--- src/ttsa_pkg.sv ---
// package: constants, register map and carrier types of the trigger timestamp adapter
// Operation
// - slave decodes 32-bit addresses and moves 32-bit data words.
// - single reads and writes follow the bus handshake between master and slave; the code uses plain one-cycle strobes with no handshake.
// - in chained readout every module answers one shared common address.
// - each module returns a block whose length varies per event.
// - chain order is first module, intermediates, then last module.
// - an internal test trigger request can be issued besides the external one.
// - sequential mode: request while not busy becomes one 10 ns pulse to mezzanine; the code drives one 50 MHz cycle, 20 ns.
// - then accept local trigger and tag, await validation or rejection response.
// - sequential mode: data ready is set once the response has been received.
// - sequential mode: busy blocks requests until readout; busy drives pin and LED.
// - busy is set whenever a new trigger request is accepted.
// - trigger data held in registers sequentially, in RAM in pipelined mode.
// - back-pressure input from the timing network throttles accepted requests.
// - pipelined mode: busy holds until local trigger and tag are written to RAM.
// - pipelined responses go to the same RAM with a distinct marker.
package ttsa_pkg;
    // timing
    localparam int CLK_FREQ_MHZ = 50;
    localparam int TRIG_PULSE_NS = 10;
    localparam int TRIG_PULSE_RAW = (TRIG_PULSE_NS * CLK_FREQ_MHZ) / 1000;
    localparam int TRIG_PULSE_CYC = (TRIG_PULSE_RAW < 1) ? 1 : TRIG_PULSE_RAW;
    // register offsets within the module window
    localparam logic [7:0] OFS_CTRL = 8'h00;
    localparam logic [7:0] OFS_STATUS = 8'h04;
    localparam logic [7:0] OFS_IRQ_STAT = 8'h08;
    localparam logic [7:0] OFS_IRQ_MASK = 8'h0C;
    localparam logic [7:0] OFS_CHAIN_ADDR = 8'h10;
    localparam logic [7:0] OFS_EVT_DATA = 8'h14;
    localparam logic [7:0] OFS_EVT_COUNT = 8'h18;
    // control fields
    localparam int CTRL_PIPE_BIT = 0;
    localparam int CTRL_TEST_BIT = 1;
    localparam int CTRL_CHAIN_EN_BIT = 2;
    localparam int CTRL_FIRST_BIT = 3;
    localparam int CTRL_LAST_BIT = 4;
    localparam int CTRL_W = 5;
    localparam logic [4:0] CTRL_RST = 5'h0_0;
    // status fields
    localparam int STAT_BUSY_BIT = 0;
    localparam int STAT_READY_BIT = 1;
    localparam int STAT_BP_BIT = 2;
    localparam int STAT_TOKEN_BIT = 3;
    // interrupt fields
    localparam int IRQ_READY_BIT = 0;
    localparam int IRQ_ACCEPT_BIT = 1;
    localparam int IRQ_OVF_BIT = 2;
    localparam int IRQ_W = 3;
    localparam logic [2:0] IRQ_RST = 3'h0;
    // response word layout: marker, pad, tag, event number; local words hold marker, pad, tag
    localparam int TAG_W = 12;
    localparam int EVN_W = 16;
    localparam logic [1:0] MRK_LOCAL = 2'h1;
    localparam logic [1:0] MRK_VALID = 2'h2;
    localparam logic [1:0] MRK_REJECT = 2'h3;
    localparam logic [31:0] WORD_EMPTY = 32'h0000_0000;
    localparam logic [31:0] WORD_END_MID = 32'hC000_0000;
    localparam logic [31:0] WORD_END_LAST = 32'hE000_0000;
    localparam logic [23:0] CHAIN_ADDR_RST = 24'h00_0000;
    // register bus request
    typedef struct packed {
        logic [31:0] addr;
        logic [31:0] wdata;
        logic wr;
        logic rd;
    } ttsa_bus_s;
    // responses from the timing mezzanine
    typedef struct packed {
        logic ltrig;
        logic [TAG_W-1:0] ltag;
        logic valid;
        logic [TAG_W-1:0] val_tag;
        logic [EVN_W-1:0] evnum;
        logic reject;
        logic [TAG_W-1:0] rej_tag;
    } ttsa_mezz_s;
    // trigger cycle states
    typedef enum logic [4:0] {
        ST_IDLE = 5'b00001,
        ST_PULSE = 5'b00010,
        ST_WAIT_LT = 5'b00100,
        ST_WAIT_RSP = 5'b01000,
        ST_READY = 5'b10000
    } ttsa_state_e;
endpackage

--- src/ttsa_top.sv ---
// top: register slave, trigger cycle sequencer, event store and chain readout
//
// Design decisions made here: the plain strobed port and the register offsets.
module ttsa_top #(
    parameter logic [31:0] BASE_ADDR = 32'h0100_0000, // module window, upper 24 bits decoded
    parameter int DEPTH = 16 // pipelined event RAM depth
) (
    input wire logic REF_CLK, // 50 MHz clock
    input wire logic ARST_N, // async reset, active low
    input wire ttsa_pkg::ttsa_bus_s BUS, // register request
    output logic [31:0] RDATA, // read data, cycle after read strobe
    input wire logic TRIG_REQ_IN, // external trigger request level
    input wire logic BACKPRESS_IN, // throttle from timing network
    output logic TRIG_OUT, // request pulse to mezzanine
    input wire ttsa_pkg::ttsa_mezz_s MEZZ_IN, // mezzanine strobes and tags
    output logic BUSY_OUT, // front panel busy
    output logic BUSY_LED, // busy indicator
    input wire logic CHAIN_TOKEN_IN, // previous module finished its block
    output logic CHAIN_TOKEN_OUT, // our block finished
    output logic IRQ // level interrupt
);
    localparam int AW = $clog2(DEPTH);

    typedef struct packed {
        logic [ttsa_pkg::CTRL_W-1:0] ctrl;
        logic [23:0] chain_addr;
        logic [ttsa_pkg::IRQ_W-1:0] stat;
        logic [ttsa_pkg::IRQ_W-1:0] mask;
        ttsa_pkg::ttsa_state_e fsm;
        logic [3:0] pulse_cnt;
        logic req_q;
        logic test_pend;
        logic [31:0] w_local;
        logic [31:0] w_rsp;
        logic seq_idx;
        logic [DEPTH-1:0][31:0] ram;
        logic [AW-1:0] wp;
        logic [AW-1:0] rp;
        logic [AW:0] cnt;
        logic pend_v;
        logic [31:0] pend_w;
        logic busy;
        logic [31:0] rdata;
        logic irq;
        logic trig_out;
        logic token;
    } ttsa_regs_s;

    ttsa_regs_s s_ff, nxt_s;

    // register window decode, used by the bus and the chain path
    function automatic logic hit(input logic [31:0] a, input logic [23:0] base);
        hit = (a[31:8] == base);
    endfunction

    // response word builder
    function automatic logic [31:0] rsp_word(input logic [1:0] mrk, input logic [ttsa_pkg::TAG_W-1:0] tag,
                                             input logic [ttsa_pkg::EVN_W-1:0] evn);
        rsp_word = {mrk, 2'h0, tag, evn};
    endfunction

    logic pipe, chain_en, my_turn, ind_hit, com_hit, req_rise, accept, pop, rd_evt;
    logic ram_wr, ram_full;
    logic [31:0] ram_wd;
    logic [ttsa_pkg::IRQ_W-1:0] ev;

    // next state of everything
    always_comb begin
        nxt_s = s_ff;
        ev = '0;
        pipe = s_ff.ctrl[ttsa_pkg::CTRL_PIPE_BIT];
        chain_en = s_ff.ctrl[ttsa_pkg::CTRL_CHAIN_EN_BIT];
        ind_hit = hit(BUS.addr, BASE_ADDR[31:8]);
        com_hit = chain_en && hit(BUS.addr, s_ff.chain_addr);
        my_turn = s_ff.ctrl[ttsa_pkg::CTRL_FIRST_BIT] || CHAIN_TOKEN_IN;
        rd_evt = BUS.rd && ((ind_hit && BUS.addr[7:0] == ttsa_pkg::OFS_EVT_DATA) || com_hit);
        pop = 1'b0;
        ram_wr = 1'b0;
        ram_wd = ttsa_pkg::WORD_EMPTY;
        ram_full = (s_ff.cnt == (AW+1)'(DEPTH));

        // trigger request edge, internal test trigger held until taken
        nxt_s.req_q = TRIG_REQ_IN;
        req_rise = TRIG_REQ_IN && !s_ff.req_q;
        if (BUS.wr && ind_hit && BUS.addr[7:0] == ttsa_pkg::OFS_CTRL && BUS.wdata[ttsa_pkg::CTRL_TEST_BIT]) begin
            nxt_s.test_pend = 1'b1;
        end
        accept = (s_ff.fsm == ttsa_pkg::ST_IDLE) && (req_rise || s_ff.test_pend) && !BACKPRESS_IN
                 && !(pipe && s_ff.cnt >= (AW+1)'(DEPTH - 2));

        // trigger cycle sequencer
        unique case (s_ff.fsm)
            ttsa_pkg::ST_IDLE: begin
                if (accept) begin
                    nxt_s.fsm = ttsa_pkg::ST_PULSE;
                    nxt_s.trig_out = 1'b1;
                    nxt_s.pulse_cnt = 4'(ttsa_pkg::TRIG_PULSE_CYC - 1);
                    nxt_s.test_pend = 1'b0;
                    ev[ttsa_pkg::IRQ_ACCEPT_BIT] = 1'b1;
                end
            end
            ttsa_pkg::ST_PULSE: begin
                if (s_ff.pulse_cnt == 4'h0) begin
                    nxt_s.trig_out = 1'b0;
                    nxt_s.fsm = ttsa_pkg::ST_WAIT_LT;
                end else begin
                    nxt_s.pulse_cnt = s_ff.pulse_cnt - 4'h1;
                end
            end
            ttsa_pkg::ST_WAIT_LT: begin
                if (MEZZ_IN.ltrig) begin
                    nxt_s.w_local = {ttsa_pkg::MRK_LOCAL, 18'h0_0000, MEZZ_IN.ltag};
                    if (pipe) begin
                        ram_wr = 1'b1;
                        ram_wd = {ttsa_pkg::MRK_LOCAL, 18'h0_0000, MEZZ_IN.ltag};
                        nxt_s.fsm = ttsa_pkg::ST_IDLE;
                    end else begin
                        nxt_s.fsm = ttsa_pkg::ST_WAIT_RSP;
                    end
                end
            end
            ttsa_pkg::ST_WAIT_RSP: begin
                if (MEZZ_IN.valid || MEZZ_IN.reject) begin
                    nxt_s.w_rsp = MEZZ_IN.valid
                        ? rsp_word(ttsa_pkg::MRK_VALID, MEZZ_IN.val_tag, MEZZ_IN.evnum)
                        : rsp_word(ttsa_pkg::MRK_REJECT, MEZZ_IN.rej_tag, 16'h0000);
                    nxt_s.fsm = ttsa_pkg::ST_READY;
                    nxt_s.seq_idx = 1'b0;
                    ev[ttsa_pkg::IRQ_READY_BIT] = 1'b1;
                end
            end
            ttsa_pkg::ST_READY: begin
                if (pipe) begin
                    nxt_s.fsm = ttsa_pkg::ST_IDLE; // mode change abandons a held event
                end
            end
        endcase

        // pipelined responses: staged in a pending word, written when the port is free
        if (pipe) begin
            if (!ram_wr && s_ff.pend_v) begin
                ram_wr = 1'b1;
                ram_wd = s_ff.pend_w;
                nxt_s.pend_v = 1'b0;
                ev[ttsa_pkg::IRQ_READY_BIT] = 1'b1;
            end
            if (MEZZ_IN.valid || MEZZ_IN.reject) begin
                if (nxt_s.pend_v) begin
                    ev[ttsa_pkg::IRQ_OVF_BIT] = 1'b1; // pending word still occupied
                end else begin
                    nxt_s.pend_v = 1'b1;
                    nxt_s.pend_w = MEZZ_IN.valid
                        ? rsp_word(ttsa_pkg::MRK_VALID, MEZZ_IN.val_tag, MEZZ_IN.evnum)
                        : rsp_word(ttsa_pkg::MRK_REJECT, MEZZ_IN.rej_tag, 16'h0000);
                end
            end
        end

        // event readout: individual address or the chain common address
        nxt_s.rdata = ttsa_pkg::WORD_EMPTY;
        if (rd_evt && (!com_hit || my_turn)) begin
            if (!pipe && s_ff.fsm == ttsa_pkg::ST_READY) begin
                nxt_s.rdata = s_ff.seq_idx ? s_ff.w_rsp : s_ff.w_local;
                nxt_s.seq_idx = !s_ff.seq_idx;
                if (s_ff.seq_idx) begin
                    nxt_s.fsm = ttsa_pkg::ST_IDLE;
                end
            end else if (pipe && s_ff.cnt != '0) begin
                pop = 1'b1;
                nxt_s.rdata = s_ff.ram[s_ff.rp];
                nxt_s.rp = s_ff.rp + AW'(1);
            end else if (com_hit) begin
                nxt_s.rdata = s_ff.ctrl[ttsa_pkg::CTRL_LAST_BIT] ? ttsa_pkg::WORD_END_LAST
                                                                  : ttsa_pkg::WORD_END_MID;
                nxt_s.token = 1'b1;
            end
        end
        if (ev[ttsa_pkg::IRQ_READY_BIT]) begin
            nxt_s.token = 1'b0; // a new event restarts the chain pass
        end

        // RAM write with overflow guard
        if (ram_wr) begin
            if (ram_full && !pop) begin
                ev[ttsa_pkg::IRQ_OVF_BIT] = 1'b1;
                ram_wr = 1'b0;
            end else begin
                nxt_s.ram[s_ff.wp] = ram_wd;
                nxt_s.wp = s_ff.wp + AW'(1);
            end
        end
        nxt_s.cnt = s_ff.cnt + (AW+1)'(ram_wr) - (AW+1)'(pop);

        // register writes
        if (BUS.wr && ind_hit) begin
            unique case (BUS.addr[7:0])
                ttsa_pkg::OFS_CTRL: nxt_s.ctrl = BUS.wdata[ttsa_pkg::CTRL_W-1:0] & ~5'h0_2;
                ttsa_pkg::OFS_IRQ_STAT: nxt_s.stat = s_ff.stat & ~BUS.wdata[ttsa_pkg::IRQ_W-1:0];
                ttsa_pkg::OFS_IRQ_MASK: nxt_s.mask = BUS.wdata[ttsa_pkg::IRQ_W-1:0];
                ttsa_pkg::OFS_CHAIN_ADDR: nxt_s.chain_addr = BUS.wdata[31:8];
                default: ;
            endcase
        end
        nxt_s.stat = nxt_s.stat | ev; // set wins over clear

        // register reads; event data handled above
        if (BUS.rd && ind_hit && !rd_evt) begin
            unique case (BUS.addr[7:0])
                ttsa_pkg::OFS_CTRL: nxt_s.rdata = 32'(s_ff.ctrl);
                ttsa_pkg::OFS_STATUS: nxt_s.rdata = 32'({s_ff.token, BACKPRESS_IN,
                    (pipe ? (s_ff.cnt != '0) : (s_ff.fsm == ttsa_pkg::ST_READY)), s_ff.busy});
                ttsa_pkg::OFS_IRQ_STAT: nxt_s.rdata = 32'(s_ff.stat);
                ttsa_pkg::OFS_IRQ_MASK: nxt_s.rdata = 32'(s_ff.mask);
                ttsa_pkg::OFS_CHAIN_ADDR: nxt_s.rdata = {s_ff.chain_addr, 8'h00};
                ttsa_pkg::OFS_EVT_COUNT: nxt_s.rdata = 32'(s_ff.cnt);
                default: nxt_s.rdata = ttsa_pkg::WORD_EMPTY;
            endcase
        end

        // busy follows the sequencer; interrupt from new status and mask
        nxt_s.busy = (nxt_s.fsm != ttsa_pkg::ST_IDLE);
        nxt_s.irq = |(nxt_s.stat & nxt_s.mask);
    end

    // state register
    always_ff @(posedge REF_CLK or negedge ARST_N) begin
        if (!ARST_N) begin
            s_ff <= '0;
            s_ff.ctrl <= ttsa_pkg::CTRL_RST;
            s_ff.chain_addr <= ttsa_pkg::CHAIN_ADDR_RST;
            s_ff.stat <= ttsa_pkg::IRQ_RST;
            s_ff.mask <= ttsa_pkg::IRQ_RST;
            s_ff.fsm <= ttsa_pkg::ST_IDLE;
        end else begin
            s_ff <= nxt_s;
        end
    end

    // outputs straight from the state register
    assign RDATA = s_ff.rdata;
    assign TRIG_OUT = s_ff.trig_out;
    assign BUSY_OUT = s_ff.busy;
    assign BUSY_LED = s_ff.busy;
    assign CHAIN_TOKEN_OUT = s_ff.token;
    assign IRQ = s_ff.irq;

    // request pulse is exactly one cycle wide
    pulse_width_a: assert property (@(posedge REF_CLK) disable iff (!ARST_N)
        $rose(TRIG_OUT) |=> !TRIG_OUT)
        else $error("trigger pulse wider than one cycle");

    // accepted request raises busy next cycle
    accept_busy_a: assert property (@(posedge REF_CLK) disable iff (!ARST_N)
        s_ff.fsm == ttsa_pkg::ST_IDLE && $rose(nxt_s.trig_out) |=> BUSY_OUT && TRIG_OUT)
        else $error("busy not set on accepted request");

    // sequential response makes data ready
    seq_ready_a: assert property (@(posedge REF_CLK) disable iff (!ARST_N)
        !pipe && s_ff.fsm == ttsa_pkg::ST_WAIT_RSP && (MEZZ_IN.valid || MEZZ_IN.reject)
        |=> s_ff.fsm == ttsa_pkg::ST_READY ##0 s_ff.stat[ttsa_pkg::IRQ_READY_BIT])
        else $error("data ready missing after response");

    // no pulse while an event waits for readout
    busy_block_a: assert property (@(posedge REF_CLK) disable iff (!ARST_N)
        s_ff.fsm == ttsa_pkg::ST_READY |=> !$rose(TRIG_OUT))
        else $error("request passed while busy");

    // back pressure holds off acceptance
    bp_block_a: assert property (@(posedge REF_CLK) disable iff (!ARST_N)
        BACKPRESS_IN && !BUSY_OUT |=> !TRIG_OUT)
        else $error("request accepted under back pressure");

    // pipelined busy drops once local trigger is stored
    pipe_release_a: assert property (@(posedge REF_CLK) disable iff (!ARST_N)
        pipe && s_ff.fsm == ttsa_pkg::ST_WAIT_LT && MEZZ_IN.ltrig && !ram_full
        |=> !BUSY_OUT && s_ff.cnt == $past(s_ff.cnt) + (AW+1)'(1) - (AW+1)'($past(pop)))
        else $error("busy held after local trigger stored");

    // staged validation words carry their own marker
    rsp_marker_a: assert property (@(posedge REF_CLK) disable iff (!ARST_N)
        pipe && MEZZ_IN.valid && !s_ff.pend_v |=> s_ff.pend_v && s_ff.pend_w[31:30] == ttsa_pkg::MRK_VALID)
        else $error("validation entry lacks its marker");

    // second event word read ends the event
    readout_done_a: assert property (@(posedge REF_CLK) disable iff (!ARST_N)
        !pipe && s_ff.fsm == ttsa_pkg::ST_READY && s_ff.seq_idx && rd_evt && (!com_hit || my_turn)
        |=> !BUSY_OUT && RDATA == $past(s_ff.w_rsp))
        else $error("busy not released after readout");

    // status read returns busy in the next cycle
    bus_read_a: assert property (@(posedge REF_CLK) disable iff (!ARST_N)
        BUS.rd && ind_hit && BUS.addr[7:0] == ttsa_pkg::OFS_STATUS
        |=> RDATA[ttsa_pkg::STAT_BUSY_BIT] == $past(BUSY_OUT))
        else $error("status read data wrong");

    // interrupt level tracks unmasked status
    irq_level_a: assert property (@(posedge REF_CLK) disable iff (!ARST_N)
        IRQ == |(s_ff.stat & s_ff.mask))
        else $error("interrupt level disagrees with status");
endmodule

--- config.mk ---
export PLATFORM = sky130hd
export DESIGN_NAME = ttsa_top
export DESIGN_NICKNAME = d
export VERILOG_FILES = /design/src/ttsa_pkg.sv /design/src/ttsa_top.sv
export SDC_FILE = /design/constraint.sdc
export NUM_CORES = 1
export LEC_CHECK = 0
export ABC_CLOCK_PERIOD_IN_PS = 5010
export BUFFER_PORTS_ARGS = -buffer_cell sky130_fd_sc_hd__buf_4
export CORE_MARGIN = 2
export CORE_UTILIZATION = 52
export DETAILED_ROUTE_END_ITERATION = 8
export GPL_TIMING_DRIVEN = 0
export PLACE_DENSITY = 0.82
export SLEW_MARGIN = 20
export SYNTH_ARGS = -nofsm -noshare
export SYNTH_HDL_FRONTEND = slang
export SYNTH_SLANG_ARGS = --single-unit
--- constraint.sdc ---
create_clock -name REF_CLK -period 5.01 [get_ports REF_CLK]
set_input_delay 0.2505 -clock REF_CLK [delete_from_list [all_inputs] [get_ports REF_CLK]]
set_output_delay 0.2505 -clock REF_CLK [all_outputs]
set_load 0.01 [all_outputs]
==> reports/qor.txt <==
====================================================================================
Initial cell density of the core                                               0.524
Time the worst path needs with I/O delays and setup                          4.28 ns
Slowest-stage cell, CP                                                         or4_4
Initial DRT Pass Iterations                                                        5
Count of cell types in the netlist                                                71
Cell at the root of the clock tree                                         clkbuf_16
Non-Filler Cell Area, Final                                             0.0359 sq mm
H-tree levels                                                                      2
Buf+Inv Stages, Crit Path                                                          4
Fin. max-slew vios                                                                 0
Clk slew on worst S/H paths                                                  0.07 ns
Terminating pin of the worst hold path                                      s_ff[56]
Vias in the first global route                                                 21100
Portion of the post-synthesis area used by sequential elements                 0.529
Overall track demand over capacity in global routing                           0.274
Maximum fanout along the worst path                                               10
Fin cells                                                                       3242
Maximum capacitance violations                                                     0
Detailed-route DRC error count                                                     0
Most used DFF post-synth                                                     dfrtp_1
CTS sink cnt                                                                     649
Type of origin of the critical path                                         register
Nets                                                                            2564
Number of diodes added for antenna fixing                                          0
Register-to-register path setup slack                                        0.73 ns
VDD IR max                                                                    280 uV
EDFF count, synth                                                                  0
Netlist area before placement                                           0.0307 sq mm
Die ar.                                                                 0.0610 sq mm
Worst path top cell family by delay                                     simple AND/OR/NAND/NOR gates
Tightest slew margin relative to the limit                                     0.247
Maximum number of pins on one net before global-route repair                     109
Area delta synth->final                                                        16.8%
Share of final-layout standard cells stronger than drive strength 1            0.316
Detail-routed via count per cell                                                6.06
PostCTS Resize Cnt                                                                 0
DRT Wirelength                                                               82.5 mm
Chain of cells forming the critical path                                xnor2_1 -> nand4_1 -> or4_4 -> o2111a_1 -> o21ai_2 -> buf_6 -> buf_2 -> inv_1 -> ha_1 -> inv_1 -> ha_1 -> fa_1 -> a21oi_1 -> nor2_1 -> nor2_1 -> xnor2_1
Detailed route wirelength on metal3                                          5.70 mm
Share of the clock period used by the worst path                               0.854
Setup CP Type                                                             reg -> reg
Most area-consuming cells after synthesis                               dfrtp_1 53%, mux4_2 11%, mux2_1 9.7%
Max Clock Skew                                                             0.0181 ns
Destination of the worst register-to-register timing path                   s_ff[73]
Clock network latency to the later pin of the worst-skew pair                0.64 ns
Number of top-level pins                                                         163
Core outline area                                                       0.0587 sq mm
Cell with the most instances after synthesis                                 dfrtp_1
Number of warnings printed during yosys synthesis                                  0
Worst Tran Pin Value                                                         1.10 ns
Most area-hungry cell type in the Yosys netlist                              dfrtp_1
Total of endpoints with negative setup slack in the final report                   0
Startpoint of the worst-slack reg-to-reg timing path                       s_ff[692]
Path category of the worst min-delay check                                 in -> reg
Wire length of the first global-routing pass                                  126 mm
Count of buffers from port buffering                                             158
Post-route total power                                                      10200 uW
Top achievable clock speed                                                   234 MHz
Hold Fails Final Rpt                                                               0
Overflow left after global routing                                                 0
Crit path required time                                                      5.56 ns
Share of flip-flops with an asynchronous set or reset after synthesis           1.00
Die height                                                               247 microns
CTS tree                                                                         yes
Standby leakage power                                                      0.0173 uW
Total power per unit cell area                                           283 mW/mm^2
Number of cells on the worst hold path                                             3
Post-detail-place hpwl                                                       56.0 mm
RD Place Congestion                                                            0.937
Worst hold path startpoint                                               MEZZ_IN[33]
Unrepaired setup endpoints after global routing                                   no
Die Width                                                                247 microns
Total clock buffers created by CTS                                                61
Number of instances in the synthesized netlist                                  2110
Met2 routed WL                                                               40.8 mm
Number of cells after detailed placement                                        3048
Avg Inst Size Synth                                                       14.6 sq um
Leading cell types by count after synthesis                             648 x dfrtp_1, 266 x mux2_1, 176 x mux2_2
Top cell type's share of synthesized area                                      0.528
Number of DRC markers in iteration 0                                            1486
Via count                                                                      19700
Peak per-stage delay on the critical path                                    0.60 ns
Number of nets produced by synthesis                                            2253
Max Buffers Root-to-Sink                                                           3
Placed cell areas                                                       0.0331 sq mm
Antenna violations before repair                                                   0
Routed Antenna Nets                                                                0
Cell count along the critical path                                                16
Average routed wire per standard cell                                   25.4 microns
Count of cells along the worst register-to-register path                          16
Result of the run                                                          completed
Arrival time of the worst setup path                                         4.83 ns
Kind of end point of the critical path                                      register
Synthesis-stage register bit count                                               649
Row count                                                                         89
Sum of routed wire segments on met1                                          31.5 mm
Max layer used                                                                  met4
====================================================================================
[per-layer routing]
| layer | vias up | track usage |
|---|---|---|
| met5 | - | 0 |
| met4 | 0 | 0.140 |
| met3 | 241 | 0.0519 |
| met2 | 808 | 0.460 |
| met1 | 10300 | 0.339 |
| li1 | 8294 | - |
[area by class of cell]
cell class	instances	area, sq um
timing repair buffer	248	2220
clock buffer	96	1840
tap	773	967
inverter	41	154
clock inverter	15	135
multi-input combinational	1223	13100
sequential	649	16200
buffer	197	1280
fill	4098	22800
[worst register-to-register path: stages (launching register included)]
cell      delay (ns)
dfrtp_1         0.45
xnor2_1         0.26
nand4_1         0.14
or4_4           0.60
o2111a_1        0.30
o21ai_2         0.27
buf_6           0.26
buf_2           0.30
inv_1           0.15
ha_1            0.29
inv_1           0.04
ha_1            0.21
fa_1            0.43
a21oi_1         0.17
nor2_1          0.07
nor2_1          0.11
xnor2_1         0.13
[cells in the final DEF, fill, tap and decap left out, types with 10 or more instances in the layout]
cell           count
a22o_1            32
dlygate4sd3_1     83
mux4_2           152
a21oi_4           17
mux2_4            55
mux2_2           176
xor2_1            18
a21oi_1           27
mux2i_1           28
xnor2_1           18
buf_6             49
inv_1             41
and2_1            17
mux2_1           266
nor2_1            43
ha_1              16
and3_1            25
clkinv_2          10
nand2_1          128
o2bb2ai_1         19
clkbuf_1         103
clkbuf_8          18
nand3_1           39
o21ai_0           25
buf_2             20
clkbuf_16         61
buf_4            192
dfrtp_1          648
[cell families (layout without fill, tap and decap cells)]
family | Yosys count | in the layout | synth area share
xor gates and xnor gates | 36 | 36 | 0.0103
AOI/OAI and AO/OA | 181 | 181 | 0.0480
and+or+nand+nor | 312 | 312 | 0.0501
DFF | 649 | 649 | 0.529
buffers and inverters | 238 | 597 | 0.0465
muxes | 677 | 677 | 0.309
adders and majority gates | 17 | 17 | 0.00717
[sequential cells by signal (all words and copies together) (netlist names)]
register and flops:
BUSY_LED 1, IRQ 1, s_ff 611, pipe 1, TRIG_OUT 1, RDATA 32, chain_en 1, CHAIN_TOKEN_OUT 1
[stage by stage]
step | setup slack, ns | TNS [ns] | hold slack [ns] | util
final | 0.733 | 0 | 0.0296 | 0.612
after global routing | 0.590 | 0 | 0.0118 | 0.612
after CTS | 0.794 | 0 | 0.000908 | 0.611
after detailed placement | 0.845 | 0 | 0.131 | 0.564
after global placement | -2.98 | -1870.53 | 0.371 | 0.560
after floorplan | 1.48 | 0 | -0.0451 | -
[where the power goes]
part,internal (uW),leakage (uW),switching (uW),total [uW]
clock network,2600,0.000978,2020,4620
logic,139,0.00738,171,310
registers,5240,0.00893,0.103,5240
total,7980,0.0173,2190,10200
[how the worst max path moves through the flow]
| stage | startpoint | end | slack (ns) |
|---|---|---|---|
| after floorplan | s_ff[699] | s_ff[73] | 1.48 |
| after global placement | ARST_N | s_ff[661] | -2.98 |
| after detailed placement | s_ff[692] | s_ff[73] | 0.85 |
| after CTS | s_ff[692] | s_ff[73] | 0.79 |
| after global routing | s_ff[666] | s_ff[73] | 0.59 |
| final | s_ff[692] | s_ff[73] | 0.73 |
[repair_timing]
| action | CTS | global route |
|---|---|---|
| hold buffers | 83 | 0 |
| setup buffers | 0 | 0 |
| hold endpoints to repair | 317 | 0 |
Note: power is estimated with default switching activity, not from simulation.
